--- src/ufl_pkg.sv ---
// ============================================================
// Shared constants for the FIFO and line control channel
package ufl_pkg;
  // ============================================================
  // Device register addresses on the parallel host port
  localparam logic [2:0] UFL_A_DATA = 3'h0;  // Holding/receive data, divisor low with select
  localparam logic [2:0] UFL_A_DIVHI = 3'h1; // Divisor high with select
  localparam logic [2:0] UFL_A_FIFO = 3'h2;  // fifo_control write, interrupt_ident read
  localparam logic [2:0] UFL_A_LINE = 3'h3;  // line_format_control
  localparam logic [2:0] UFL_A_LSTAT = 3'h5; // Line status (read only)
  // ============================================================
  // fifo_control and line_format_control fields
  localparam int UFL_FC_EN = 0;
  localparam int UFL_FC_RXRST = 1;
  localparam int UFL_FC_TXRST = 2;
  localparam int UFL_FC_DMA = 3;
  localparam int UFL_FC_THR = 4;
  localparam int UFL_LC_BREAK = 6;
  localparam int UFL_LC_DIVSEL = 7;
  localparam logic [7:0] UFL_FC_RESET = 8'h00;
  localparam logic [7:0] UFL_LC_RESET = 8'h00;
  localparam logic [7:0] UFL_DIVLO_RESET = 8'h01;
  localparam logic [7:0] UFL_DIVHI_RESET = 8'h00;
  localparam logic [7:0] UFL_ALT_RESET = 8'h00;
  // ============================================================
  // interrupt_ident codes and line status bits
  localparam logic [7:0] UFL_ID_NONE = 8'h01;
  localparam logic [7:0] UFL_ID_TX = 8'h02;
  localparam logic [7:0] UFL_ID_FIFOS = 8'hc0;
  localparam int UFL_LS_DR = 0;
  localparam int UFL_LS_HOLDING_EMPTY_FLAG = 5;
  localparam int UFL_LS_TRANSMITTER_EMPTY_FLAG = 6;
  // ============================================================
  // Queue geometry and frame
  localparam logic [6:0] UFL_DEEP_DEPTH = 7'h40;
  localparam logic [6:0] UFL_SHALLOW_DEPTH = 7'h10;
  localparam logic [6:0] UFL_ONE = 7'h01;
  localparam logic [3:0] UFL_FRAME_LAST = 4'h9; // Start, 8 data, stop
  // ============================================================
  // Host APB register map
  localparam logic [11:0] UFL_R_CMD = 12'h000;
  localparam logic [11:0] UFL_R_STATUS = 12'h004;
  localparam logic [11:0] UFL_R_INT_STAT = 12'h008;
  localparam logic [11:0] UFL_R_INT_MASK = 12'h00c;
  localparam int UFL_CMD_ADDR = 8;
  localparam int UFL_CMD_WRITE = 16;
  localparam int UFL_IS_DONE = 0;
  localparam int UFL_IS_TXREQ = 1;
  // ============================================================
  // State encodings
  typedef enum logic [1:0] {UFL_H_IDLE = 2'b00, UFL_H_ISSUE = 2'b01, UFL_H_WAIT = 2'b11}
    ufl_hstate_t;
  typedef enum logic {UFL_T_IDLE = 1'b0, UFL_T_SHIFT = 1'b1} ufl_tstate_t;

  // Transmit empty-space threshold from the two select bits
  function automatic logic [6:0] ufl_thresh(input logic [1:0] sel);
    logic [6:0] t;
    t = 7'h08;
    case (sel)
      2'b01: t = 7'h10;
      2'b10: t = 7'h20;
      2'b11: t = 7'h38;
      default: t = 7'h08;
    endcase
    return t;
  endfunction
endpackage

--- src/ufl_if.sv ---
`timescale 1ns/1ns
// ============================================================
// Parallel host port between controller and channel
interface ufl_if;
  logic [2:0] addr;         // Register address
  logic wr_en;              // One-cycle write strobe
  logic rd_en;              // One-cycle read strobe
  logic [7:0] wdata;        // Write data
  logic [7:0] rdata;        // Read data, valid the cycle after rd_en
  logic transmit_request_out_n; // Transmit DMA request, active low
  logic receive_request_out_n;  // Receive DMA request, active low
  logic tx_int;             // Transmit interrupt, active high
  modport dev (input addr, wr_en, rd_en, wdata,
    output rdata, transmit_request_out_n, receive_request_out_n, tx_int);
  modport host (output addr, wr_en, rd_en, wdata,
    input rdata, transmit_request_out_n, receive_request_out_n, tx_int);
endinterface

--- src/ufl_device.sv ---
`timescale 1ns/1ns
// Behaviour
// - fifo_control write-only; reads give interrupt_ident
// - Deep variant: bits 5:4 pick 8/16/32/56
// - Empty slots above threshold raise interrupt; block-mode request too
// - Shallow variant ignores threshold select bits
// - Bit 3 selects block DMA, FIFO mode only
// - Single mode: requests follow held characters
// - Block mode: transmit request releases only when full
// - Bit 2 flushes transmit queue, not shifter
// - Bit 1 flushes receive queue, not shifter
// - Shift registers cleared only by master reset
// - Bit 0 enables both FIFOs, resets 0
// - Other bits ignored unless enable set
// - line_format_control reads back last write
// - Bit 7 selects divisor and alternate registers
// - Bit 6 holds serial output low
// - Break leaves transmitter sequencing running
// - Host pads and sequences break safely
// - Host may time break with transmitter
module ufl_device
  import ufl_pkg::*;
#(
  parameter bit DEEP = 1'b1 // 1: 64-location variant, 0: 16-location variant
)
(
  input wire logic pclk,
  input wire logic presetn,
  ufl_if.dev bus,
  input wire logic rx_valid,
  input wire logic [7:0] rx_data,
  output logic serial_output
);
  // ============================================================
  // Control registers
  logic [7:0] fc_r;      // FIFO enable, DMA mode, threshold select
  logic [7:0] lc_r;      // line_format_control
  logic [7:0] div_lo_r, div_hi_r; // Divisor low and high halves
  logic [7:0] alt_r;     // alternate_function_reg
  logic [7:0] txq [0:63]; // Transmit queue storage
  logic [7:0] rxq [0:63]; // Receive queue storage
  logic [5:0] tx_wp_r, tx_rp_r, rx_wp_r, rx_rp_r; // Queue write and read pointers
  logic [6:0] tx_cnt_r, rx_cnt_r; // Queue fill counts, up to 64
  ufl_tstate_t tstate_r;
  logic [9:0] shift_r;   // Transmit shift register
  logic [3:0] bit_r;     // Bit index in frame
  logic [15:0] baud_r;   // Cycles within one bit
  logic [7:0] rdata_r;
  logic txreq_n_r, rxreq_n_r, txint_r, serial_output_r; // Output flops
  // ============================================================
  // Decode
  logic divsel, fifo_en; // Divisor select and FIFO mode
  logic [6:0] cap;       // Locations usable now
  logic fc_wr, fc_go;    // fifo_control write; with enable, other bits land
  logic tx_push, tx_pop, tx_flush; // Transmit queue moves
  logic rx_push, rx_pop, rx_flush; // Receive queue moves
  logic tx_room, line;   // Room above threshold, unforced line level
  logic [15:0] div_m1;
  assign divsel = lc_r[UFL_LC_DIVSEL];
  assign fifo_en = fc_r[UFL_FC_EN];
  // Without FIFOs the queue acts as a single holding location
  assign cap = !fifo_en ? UFL_ONE : (DEEP ? UFL_DEEP_DEPTH : UFL_SHALLOW_DEPTH);
  assign fc_wr = bus.wr_en && bus.addr == UFL_A_FIFO && !divsel;
  assign fc_go = fc_wr && bus.wdata[UFL_FC_EN];
  assign tx_flush = fc_go && bus.wdata[UFL_FC_TXRST];
  assign rx_flush = fc_go && bus.wdata[UFL_FC_RXRST];
  assign tx_push = bus.wr_en && bus.addr == UFL_A_DATA && !divsel && tx_cnt_r < cap;
  assign tx_pop = tstate_r == UFL_T_IDLE && tx_cnt_r != 7'h00;
  assign rx_push = rx_valid && rx_cnt_r < cap;
  assign rx_pop = bus.rd_en && bus.addr == UFL_A_DATA && !divsel && rx_cnt_r != 7'h00;
  // Shallow variant: room means an empty queue whatever bits 5:4 say
  assign tx_room = DEEP ? ((cap - tx_cnt_r) > ufl_thresh(fc_r[5:4]))
    : (tx_cnt_r == 7'h00);
  // A zero divisor behaves as one so the shifter never stalls
  assign div_m1 = ({div_hi_r, div_lo_r} == 16'h0000) ? 16'h0000
    : {div_hi_r, div_lo_r} - 16'h0001;
  assign line = (tstate_r == UFL_T_SHIFT) ? shift_r[0] : 1'b1;
  // ============================================================
  // Register writes
  always_ff @(posedge pclk or negedge presetn)
  begin
    if (!presetn)
    begin
      fc_r <= UFL_FC_RESET;
      lc_r <= UFL_LC_RESET;
      div_lo_r <= UFL_DIVLO_RESET;
      div_hi_r <= UFL_DIVHI_RESET;
      alt_r <= UFL_ALT_RESET;
    end
    else if (bus.wr_en)
    begin
      if (bus.addr == UFL_A_LINE)
        lc_r <= bus.wdata;
      else if (divsel && bus.addr == UFL_A_DATA)
        div_lo_r <= bus.wdata;
      else if (divsel && bus.addr == UFL_A_DIVHI)
        div_hi_r <= bus.wdata;
      else if (divsel && bus.addr == UFL_A_FIFO)
        alt_r <= bus.wdata;
      else if (fc_go)
      begin
        // Reset bits are not stored: they self-clear
        fc_r[UFL_FC_EN] <= 1'b1;
        fc_r[UFL_FC_DMA] <= bus.wdata[UFL_FC_DMA];
        if (DEEP)
          fc_r[5:4] <= bus.wdata[5:4];
      end
      else if (fc_wr)
        fc_r <= UFL_FC_RESET;
    end
  end
  // ============================================================
  // Queue storage, no reset needed on data
  always_ff @(posedge pclk)
  begin
    if (tx_push && !tx_flush)
      txq[tx_wp_r] <= bus.wdata;
    if (rx_push && !rx_flush)
      rxq[rx_wp_r] <= rx_data;
  end
  // ============================================================
  // Transmit queue pointers; flush beats push and pop
  always_ff @(posedge pclk or negedge presetn)
  begin
    if (!presetn)
    begin
      tx_wp_r <= 6'h00;
      tx_rp_r <= 6'h00;
      tx_cnt_r <= 7'h00;
    end
    else if (tx_flush)
    begin
      tx_wp_r <= 6'h00;
      tx_rp_r <= 6'h00;
      tx_cnt_r <= 7'h00;
    end
    else
    begin
      if (tx_push)
        tx_wp_r <= tx_wp_r + 6'h01;
      if (tx_pop)
        tx_rp_r <= tx_rp_r + 6'h01;
      tx_cnt_r <= tx_cnt_r + {6'h00, tx_push} - {6'h00, tx_pop};
    end
  end
  // ============================================================
  // Receive queue pointers; characters beyond capacity are dropped
  always_ff @(posedge pclk or negedge presetn)
  begin
    if (!presetn)
    begin
      rx_wp_r <= 6'h00;
      rx_rp_r <= 6'h00;
      rx_cnt_r <= 7'h00;
    end
    else if (rx_flush)
    begin
      rx_wp_r <= 6'h00;
      rx_rp_r <= 6'h00;
      rx_cnt_r <= 7'h00;
    end
    else
    begin
      if (rx_push)
        rx_wp_r <= rx_wp_r + 6'h01;
      if (rx_pop)
        rx_rp_r <= rx_rp_r + 6'h01;
      rx_cnt_r <= rx_cnt_r + {6'h00, rx_push} - {6'h00, rx_pop};
    end
  end
  // ============================================================
  // Transmit shifter, 8N1; only presetn clears it
  always_ff @(posedge pclk or negedge presetn)
  begin
    if (!presetn)
    begin
      tstate_r <= UFL_T_IDLE;
      shift_r <= 10'h3ff;
      bit_r <= 4'h0;
      baud_r <= 16'h0000;
    end
    else
    begin
      case (tstate_r)
        UFL_T_IDLE:
        begin
          if (tx_pop)
          begin
            shift_r <= {1'b1, txq[tx_rp_r], 1'b0};
            bit_r <= 4'h0;
            baud_r <= 16'h0000;
            tstate_r <= UFL_T_SHIFT;
          end
        end
        default:
        begin
          // Break does not pause this sequencing
          if (baud_r >= div_m1)
          begin
            baud_r <= 16'h0000;
            shift_r <= {1'b1, shift_r[9:1]};
            bit_r <= bit_r + 4'h1;
            if (bit_r == UFL_FRAME_LAST)
              tstate_r <= UFL_T_IDLE;
          end
          else
            baud_r <= baud_r + 16'h0001;
        end
      endcase
    end
  end
  // ============================================================
  // Pin and request outputs
  always_ff @(posedge pclk or negedge presetn)
  begin
    if (!presetn)
    begin
      serial_output_r <= 1'b1;
      txreq_n_r <= 1'b0;
      rxreq_n_r <= 1'b1;
      txint_r <= 1'b1;
    end
    else
    begin
      serial_output_r <= lc_r[UFL_LC_BREAK] ? 1'b0 : line;
      // Trigger levels are outside this block, so block mode raises
      // the receive request at the first character as well
      rxreq_n_r <= (rx_cnt_r == 7'h00);
      txint_r <= fifo_en ? tx_room : (tx_cnt_r == 7'h00);
      if (fifo_en && fc_r[UFL_FC_DMA])
      begin
        if (tx_room)
          txreq_n_r <= 1'b0;
        else if (tx_cnt_r == cap)
          txreq_n_r <= 1'b1;
      end
      else
        txreq_n_r <= (tx_cnt_r != 7'h00);
    end
  end
  // ============================================================
  // Register reads, answered one cycle after rd_en
  always_ff @(posedge pclk or negedge presetn)
  begin
    if (!presetn)
      rdata_r <= 8'h00;
    else if (bus.rd_en)
    begin
      if (bus.addr == UFL_A_LINE)
        rdata_r <= lc_r;
      else if (divsel && bus.addr == UFL_A_DATA)
        rdata_r <= div_lo_r;
      else if (divsel && bus.addr == UFL_A_DIVHI)
        rdata_r <= div_hi_r;
      else if (divsel && bus.addr == UFL_A_FIFO)
        rdata_r <= alt_r;
      else if (bus.addr == UFL_A_FIFO)
        rdata_r <= (fifo_en ? UFL_ID_FIFOS : 8'h00) | (txint_r ? UFL_ID_TX : UFL_ID_NONE);
      else if (bus.addr == UFL_A_DATA)
        rdata_r <= (rx_cnt_r != 7'h00) ? rxq[rx_rp_r] : 8'h00;
      else if (bus.addr == UFL_A_LSTAT)
        rdata_r <= {1'b0, (tx_cnt_r == 7'h00 && tstate_r == UFL_T_IDLE),
          (tx_cnt_r == 7'h00), 4'h0, (rx_cnt_r != 7'h00)};
      else
        rdata_r <= 8'h00;
    end
  end
  assign bus.rdata = rdata_r;
  assign bus.transmit_request_out_n = txreq_n_r;
  assign bus.receive_request_out_n = rxreq_n_r;
  assign bus.tx_int = txint_r;
  assign serial_output = serial_output_r;
endmodule

--- src/flat_wrapper.sv ---
// flat-port wrapper written by rule: the top's interface ports become plain ports
module ufl_device_flat import ufl_pkg::*;
#(
  parameter bit DEEP = 1'b1                                                  
)
  (pclk, presetn, rx_valid, rx_data, serial_output, bus_addr, bus_wr_en, bus_rd_en, bus_wdata, bus_rdata, bus_transmit_request_out_n, bus_receive_request_out_n, bus_tx_int);
  ufl_if bus_i ();
  input wire logic pclk;
  input wire logic presetn;
  input wire logic rx_valid;
  input wire logic [7:0] rx_data;
  output logic serial_output;
  input wire logic [$bits(bus_i.addr)-1:0] bus_addr;
  input wire logic [$bits(bus_i.wr_en)-1:0] bus_wr_en;
  input wire logic [$bits(bus_i.rd_en)-1:0] bus_rd_en;
  input wire logic [$bits(bus_i.wdata)-1:0] bus_wdata;
  output wire logic [$bits(bus_i.rdata)-1:0] bus_rdata;
  output wire logic [$bits(bus_i.transmit_request_out_n)-1:0] bus_transmit_request_out_n;
  output wire logic [$bits(bus_i.receive_request_out_n)-1:0] bus_receive_request_out_n;
  output wire logic [$bits(bus_i.tx_int)-1:0] bus_tx_int;
  assign bus_i.addr = bus_addr;
  assign bus_i.wr_en = bus_wr_en;
  assign bus_i.rd_en = bus_rd_en;
  assign bus_i.wdata = bus_wdata;
  assign bus_rdata = bus_i.rdata;
  assign bus_transmit_request_out_n = bus_i.transmit_request_out_n;
  assign bus_receive_request_out_n = bus_i.receive_request_out_n;
  assign bus_tx_int = bus_i.tx_int;
  ufl_device #(.DEEP(DEEP)) u_core (.pclk(pclk), .presetn(presetn), .bus(bus_i), .rx_valid(rx_valid), .rx_data(rx_data), .serial_output(serial_output));
endmodule
--- config.mk ---
export PLATFORM = sky130hd
export DESIGN_NAME = ufl_device_flat
export DESIGN_NICKNAME = d
export VERILOG_FILES = /design/src/ufl_pkg.sv /design/src/ufl_if.sv /design/src/ufl_device.sv /design/src/flat_wrapper.sv
export SDC_FILE = /design/constraint.sdc
export NUM_CORES = 1
export LEC_CHECK = 0
export ABC_AREA = 1
export BUFFER_PORTS_ARGS = -buffer_cell sky130_fd_sc_hd__buf_2
export CAP_MARGIN = 0
export CORE_AREA = 2 2 406 408
export CTS_CLUSTER_DIAMETER = 80
export DETAILED_ROUTE_END_ITERATION = 16
export DIE_AREA = 0 0 408 410
export RECOVER_POWER = 50
export SYNTH_ARGS = -nofsm -noshare
export SYNTH_HDL_FRONTEND = slang
export SYNTH_SLANG_ARGS = --single-unit
--- constraint.sdc ---
create_clock -name pclk -period 2.8 [get_ports pclk]
set_input_delay 0.14 -clock pclk [delete_from_list [all_inputs] [get_ports pclk]]
set_output_delay 0.14 -clock pclk [all_outputs]
set_load 0.02 [all_outputs]
==> results of run 1 <==
## worst max-delay path, cell delays in order (launching register included)
cell	delay, ps
dfrtp_1	390
nor2_2	130
inv_1	70
nor2_2	120
inv_1	50
nor2_2	110
nand4_1	130
nor4_2	370
or2_4	200
ha_4	190
a21oi_2	110
o21ai_1	70
nand2_1	60
o211ai_1	100
nand2_2	100
nand3_4	150
nor2_4	230
inv_4	80
nor2_2	90
a21oi_1	40
a21oi_1	140
## power by group
| part | leakage [nW] | total, W | switching (W) | internal, W |
|---|---|---|---|---|
| clock | 1.87 | 0.0155 | 0.00655 | 0.00899 |
| sequential | 10.6 | 0.0200 | 0.000687 | 0.0193 |
| combinational | 8.38 | 0.0149 | 0.00973 | 0.00517 |
## cells by family after synthesis
group,count (synthesis),share of synthesized area [%]
multiplexers,6,0.1239
AND/OR/NAND/NOR,1698,14.64
flip-flops,1140,69.44
XOR/XNOR,21,0.3793
AO/OA/AOI/OAI,808,9.615
adder cells (fa/ha/maj),61,1.605
buffers and inverters,452,4.203
## stage by stage
step           setup TNS, ps  instance area [um2]  hold WS [ps]  setup WS [ps]
2_1_floorplan         -84.49                48650        -155.6         -71.06
3_3_place_gp           -3616                53290         110.7         -187.8
3_5_place_dp           -5063                53290         114.6         -260.9
4_1_cts                -1056                57620         1.177         -116.5
5_1_grt               -17220                58210         91.32         -425.0
6_report               -3023                58220         43.90         -184.3
## sequential cells by signal, summed over array words and instances, names as in the netlist, 6 cells and up
register          cells
u_core.rx_rp_r        6
u_core.baud_r        16
u_core.alt_r          8
u_core.shift_r        9
u_core.tx_cnt_r       7
u_core.rx_cnt_r       7
u_core.txq          512
u_core.div_hi_r       8
u_core.rxq          512
u_core.bus.rdata      8
u_core.tx_rp_r        6
u_core.lc_r           8
u_core.tx_wp_r        6
u_core.rx_wp_r        6
u_core.div_lo_r       8
## layout make-up
cell class	instances	area (um2)
repair inverters	1	11.26
clock inverters	71	875.8
well taps	2189	2739
diodes	2	5.005
repair buffers	425	3608
fillers	15910	105300
multi-input cells	2594	13440
clock buffers	135	2929
flip-flops and latches	1140	33680
inverters	232	925.9
## metal layers
metal,part of all wire [%],routed length [um],up-vias
met5,0.0077,10,-
met3,6.6,8545,172
met2,48,62010,1077
met1,43,56530,16420
li1,-,-,15470
met4,2.4,3077,2
## how the worst max path moves through the flow
stage | from | to | cells past startpoint
3_5_place_dp | u_core.div_lo_r[6]$_DFFE_PN0P_ | u_core.baud_r[5]$_DFFE_PN0P_ | 20
4_1_cts | u_core.div_lo_r[1]$_DFFE_PN0P_ | u_core.baud_r[5]$_DFFE_PN0P_ | 26
2_1_floorplan | u_core.rx_cnt_r[5]$_DFF_PN0_ | u_core.rx_cnt_r[6]$_DFF_PN0_ | 22
6_report | u_core.div_lo_r[7]$_DFFE_PN0P_ | u_core.baud_r[5]$_DFFE_PN0P_ | 20
5_1_grt | u_core.div_lo_r[7]$_DFFE_PN0P_ | u_core.baud_r[5]$_DFFE_PN0P_ | 20
3_3_place_gp | u_core.rx_cnt_r[4]$_DFF_PN0_ | u_core.rx_cnt_r[6]$_DFF_PN0_ | 22
## placed cells by master (no fill, tap or decap), types with 15 or more instances in the layout
cell type,instances
buf_12,29
ha_1,47
edfxtp_1,1024
o22ai_1,141
o221ai_1,48
bufinv_16,16
nand2_1,825
nor2_2,27
buf_6,36
clkinv_2,27
a21boi_0,33
o21ai_1,44
o21ai_0,382
inv_2,27
a21oi_1,72
clkinv_1,24
o211ai_1,24
inv_1,182
nand2_2,23
clkbuf_16,112
nor2_1,491
nand3_1,213
dlygate4sd3_1,16
buf_2,20
nor2_4,16
buf_4,285
nor3_1,15
nand4_1,31
a21boi_1,15
dfrtp_1,98
clkbuf_1,44
## what timing repair did
item,4_1_cts,5_1_grt
cloned,1,0
pin swaps,49,44
hold buffers,16,0
setup endpoints to repair,30,921
setup buffers,21,27
gates resized for setup,58,140
hold endpoints to repair,376,0
==> results.toml, run 1 <==
[grt]
grt_antenna_before_repair = 2
grt_pass1_wl_mm = 197.2
busiest_layer = "met2"
grt_max_degree = 74
grt_usage_pct = 15.10
met1_usage_pct = 20.86
overflow = 0
grtUsageMet2_pct = 24.60
met3_usage_pct = 1.920
grt_pass1_vias = 32110

[power_and_ir_drop]
ir_worst_vdd_v = 0.0005414
p_total_w = 0.05045
p_leak_nw = 20.86
p_per_area_nw_per_um2 = 866.5

[clocking]
htree_num_levels = 3
insertion_delay_ps = 730
cts_buffers = 110
cts_buffer_depth = 3
clock-sinks = 1140
cts_root_buffer = "clkbuf_16"
clk_pin_slew_worst_paths_ps = 60
tritoncts = "yes"

[synth]
synth-seq-cells = 1140
synth_ff_type = "edfxtp_1"
synth_top_area_share_pct = 63.42
synth_warnings = 0
synth_cells = 4186
avgSynthCellArea_um2 = 11.58
syn_nets = 4271
yosysSeqAreaShare_pct = 69.44
synth_area_leaders = "edfxtp_1 (63%), nand2_1 (6.5%), dfrtp_1 (5.3%)"
post_synth_num_cell_types = 61
netlist_area_um2 = 48490
synthTopCellsByCount = "edfxtp_1 (1024), nand2_1 (845), nor2_1 (519), o21ai_0 (393), nand3_1 (226)"
synth_edf_count = 1024
synth.largest_area_cell = "edfxtp_1"
synth.most_common_cell = "edfxtp_1"
synth-async-reset-ratio_pct = 10.18

[hold_path]
hold_class = "primary input to flip-flop"
min_delay_worst_endpoint = "u_core.lc_r[6]$_DFFE_PN0P_"
worstHoldStart = "bus_wr_en"
hold_depth = 4

[sta]
fin_skew_ps = 45.43
hold_viol_final = 0
period_needed_ps = 2984
slew_headroom_pct = -50.02
fin_ws_ps = -184.3
tightest_slew_ps = 2250
setup_viol = 29
timing.fmax_mhz = 335.1
slew_violations = 468
rsz0062_at_grt = "true"
fin_crit_sh_pct = 106.6

[setup_path]
endpoint_kind = "flip-flop"
crit-reg2reg-capture = "u_core.baud_r[5]$_DFFE_PN0P_"
arrival_ps = 3630
reg2reg_slack_ps = -180
r2r_cells = 20
cp_max_fo = 4
cp-start-kind = "flip-flop"
required_ps = 3440
rr_startpoint = "u_core.div_lo_r[7]$_DFFE_PN0P_"
criticalPathCategory = "flip-flop to flip-flop"

[floorplan]
floorplan.die_area_um2 = 167300
num_rows = 149
io_pins = 36
fp.dieW_um = 408
die_h_um = 410
core_area_um2 = 163500
start_util_pct = 29.66

[finish]
drive_gt1_share_pct = 16.81
syn_to_final_growth_pct = 20.07
final_cells = 6789
nets = 4589
postLayoutCoreUtil_pct = 35.61

[place]
post-place-cells = 6519
place.gp.congestion = 0.8973
dpl.hpwl_mm = 81.00
portBuffers = 35

[routing]
drtIter0Drc = 3088
routedWlPerCell_um = 19.17
drt_wl_total_mm = 130.2
drt-vias-per-instance = 4.882
ant_nets = 0
drt_first_pass_iters = 5
drcViolationCount = 0
vias = 33150

[status]
violations = "capacitance limit, slew limit, setup timing"
status = "finished with violations"

[job]
cap_violations = 10
Power figures use the tool's default switching activity.
==> run 2: changes to the inputs <==
--- a/config.mk
+++ b/config.mk
@@ -6,12 +6,12 @@
 export NUM_CORES = 1
 export LEC_CHECK = 0
 export ABC_AREA = 1
-export BUFFER_PORTS_ARGS = -buffer_cell sky130_fd_sc_hd__buf_2
 export CAP_MARGIN = 0
 export CORE_AREA = 2 2 406 408
 export CTS_CLUSTER_DIAMETER = 80
 export DETAILED_ROUTE_END_ITERATION = 16
 export DIE_AREA = 0 0 408 410
+export DONT_BUFFER_PORTS = 1
 export RECOVER_POWER = 50
 export SYNTH_ARGS = -nofsm -noshare
 export SYNTH_HDL_FRONTEND = slang
==> run 2 against run 1 <==
  * The flow still finishes with violations (capacitance limit, slew limit, setup timing)
  * Routed wire length fell by 1.2%
  * Flip-flop and latch count did not move
  * Highest routed layer is now met4
  * Via count fell by 1.3%
  * Largest cell class unchanged
  * Clock-buffer cell count rose by 2
  * Setup slack got worse by 42 ps
  * Clock skew rose by 13 ps
==> results.toml, run 2 (synthesized netlist as in run 1, its figures left out) <==
[routing]
drt-vias-per-instance = 4.836
drt_wl_total_mm = 128.7
drcViolationCount = 0
routedWlPerCell_um = 19.02
ant_nets = 0
drtIter0Drc = 3177
vias = 32720
drt_first_pass_iters = 5

[sta]
tightest_slew_ps = 1780
fin_crit_sh_pct = 108.1
slew_violations = 704
setup_viol = 180
slew_headroom_pct = -18.69
hold_viol_final = 0
timing.fmax_mhz = 330.5
fin_skew_ps = 58.46
rsz0062_at_grt = "true"
fin_ws_ps = -225.9
period_needed_ps = 3026

[floorplan]
floorplan.die_area_um2 = 167300
fp.dieW_um = 408
io_pins = 36
num_rows = 149
core_area_um2 = 163500
start_util_pct = 29.66
die_h_um = 410

[grt]
grt_usage_pct = 14.92
grt_pass1_wl_mm = 195.0
grt_max_degree = 117
grt_pass1_vias = 31960
overflow = 0
grt_antenna_before_repair = 2

[place]
portBuffers = 0
post-place-cells = 6468
dpl.hpwl_mm = 77.02
place.gp.congestion = 0.8565

[power_and_ir_drop]
ir_worst_vdd_v = 0.0006190
p_leak_nw = 20.74
p_per_area_nw_per_um2 = 862.8
p_total_w = 0.04998

[clocking]
clock-sinks = 1140
clk_pin_slew_worst_paths_ps = 60
cts_buffers = 112
cts_buffer_depth = 3
tritoncts = "yes"
cts_root_buffer = "clkbuf_16"
htree_num_levels = 3
insertion_delay_ps = 760

[setup_path]
arrival_ps = 3650
r2r_cells = 19
crit_path_cell_trace = "nor2_2, inv_2, buf_4, buf_4, nor2_1, nand2_1, inv_2, nor2_1, or3b_1, ha_1, nand2_2, nor3_4, nand2_2, nand3_4, buf_12, nand2_8, nand2_8, buf_6, o22ai_2"
criticalPathCategory = "flip-flop to flip-flop"
required_ps = 3420
cp-start-kind = "flip-flop"
cp_max_fo = 6
startpoint = "u_core.div_lo_r[7]$_DFFE_PN0P_"
rr_startpoint = "u_core.div_lo_r[7]$_DFFE_PN0P_"
crit-reg2reg-capture = "u_core.bit_r[1]$_DFFE_PN0P_"
cp_slowest_cell = "dfrtp_1"
crit_path_end = "u_core.bit_r[1]$_DFFE_PN0P_"
reg2reg_slack_ps = -230
slowest_delay_ps = 390
endpoint_kind = "flip-flop"

[finish]
drive_gt1_share_pct = 16.46
nets = 4560
syn_to_final_growth_pct = 19.47
final_cells = 6766
reg_top3 = "u_core.rxq x512, u_core.txq x512, u_core.baud_r x16"
nFillCells = 15930
final_cell_mix = "edfxtp_1 (1024), nand2_1 (826), nor2_1 (500)"
mostFrequentLayoutCell = "edfxtp_1"

[status]
status = "finished with violations"
violations = "capacitance limit, slew limit, setup timing"

[hold_path]
hold_class = "primary input to flip-flop"

[job]
cap_violations = 11
==> run 2: final cells by class <==
cell class                      count  area, um2  share of cell area, %
Multi-Input combinational cell   2594      13350                  23.04
Timing Repair Buffer              394       3476                  6.000
Sequential cell                  1140      33680                  58.15
Tap cell                         2189       2739                  4.728
Timing Repair inverter              1      11.26                0.01944
Clock inverter                     76      798.3                  1.378
Inverter                          232      909.6                  1.570
Antenna cell                        3      7.507                0.01296
Clock buffer                      137       2958                  5.106
==> run 2: metrics by stage <==
stage	TNS [ps]	worst slack, ps	util, %	hold WS (ps)	area, um2
2_1_floorplan	-84.49	-71.06	-	-155.6	48650
3_3_place_gp	-4315	-187.0	32.36	-134.9	52910
3_5_place_dp	-5361	-240.5	32.36	-134.6	52910
4_1_cts	-6068	-152.9	35.34	29.44	57780
5_1_grt	-71150	-430.3	35.43	139.8	57920
6_report	-8389	-225.9	35.43	103.7	57930
==> run 2: how the worst min path moves through the flow <==
| stage | startpoint | endpoint | slack, ps | cells after the start |
|---|---|---|---|---|
| global route | bus_addr[2] | u_core.bus.rdata[7]$_DFFE_PN0P_ | 140 | 7 |
| global placement | presetn | u_core.tx_wp_r[3]$_DFFE_PN0P_ | -130 | 0 |
| CTS | bus_addr[2] | u_core.bus.rdata[7]$_DFFE_PN0P_ | 30 | 7 |
| finish | bus_addr[2] | u_core.rx_rp_r[0]$_DFFE_PN0P_ | 100 | 8 |
| detailed placement | presetn | u_core.tx_wp_r[3]$_DFFE_PN0P_ | -130 | 0 |
| floorplan | presetn | u_core.alt_r[0]$_DFFE_PN0P_ | -160 | 0 |
==> run 2: metal layers <==
layer / vias up / global-route usage (%) / part of all wire (%)
met2: 923 / 24.67 / 48
met5: - / 0 / 0
li1: 15410 / - / -
met3: 181 / 2.111 / 6.1
met1: 16210 / 20.30 / 44
met4: 0 / 4.483 / 2.2
==> run 2: timing repair <==
action / in CTS / in global routing
hold buffers: 41 / 0
gates resized for setup: 70 / 71
setup endpoints to repair: 32 / 791
setup buffers: 20 / 24
pin swaps: 46 / 41
cloned: 1 / 0
hold endpoints to repair: 1197 / 0
==> run 2: critical path: cells and delay by family, from the launching register on <==
| kind | cells | cell delay, ps |
|---|---|---|
| AO/OA/AOI/OAI | 1 | 50 |
| buffers and inverters | 6 | 640 |
| AND/OR/NAND/NOR | 11 | 1530 |
| flip-flops | 1 | 390 |
| adder cells (fa/ha/maj) | 1 | 290 |
==> run 2: power by group <==
| group | total (W) | internal (W) | switching (W) |
|---|---|---|---|
| registers | 0.0201 | 0.0193 | 0.000763 |
| clock network | 0.0153 | 0.00847 | 0.00679 |
| logic | 0.0146 | 0.00514 | 0.00949 |
| total | 0.0500 | 0.0329 | 0.0170 |
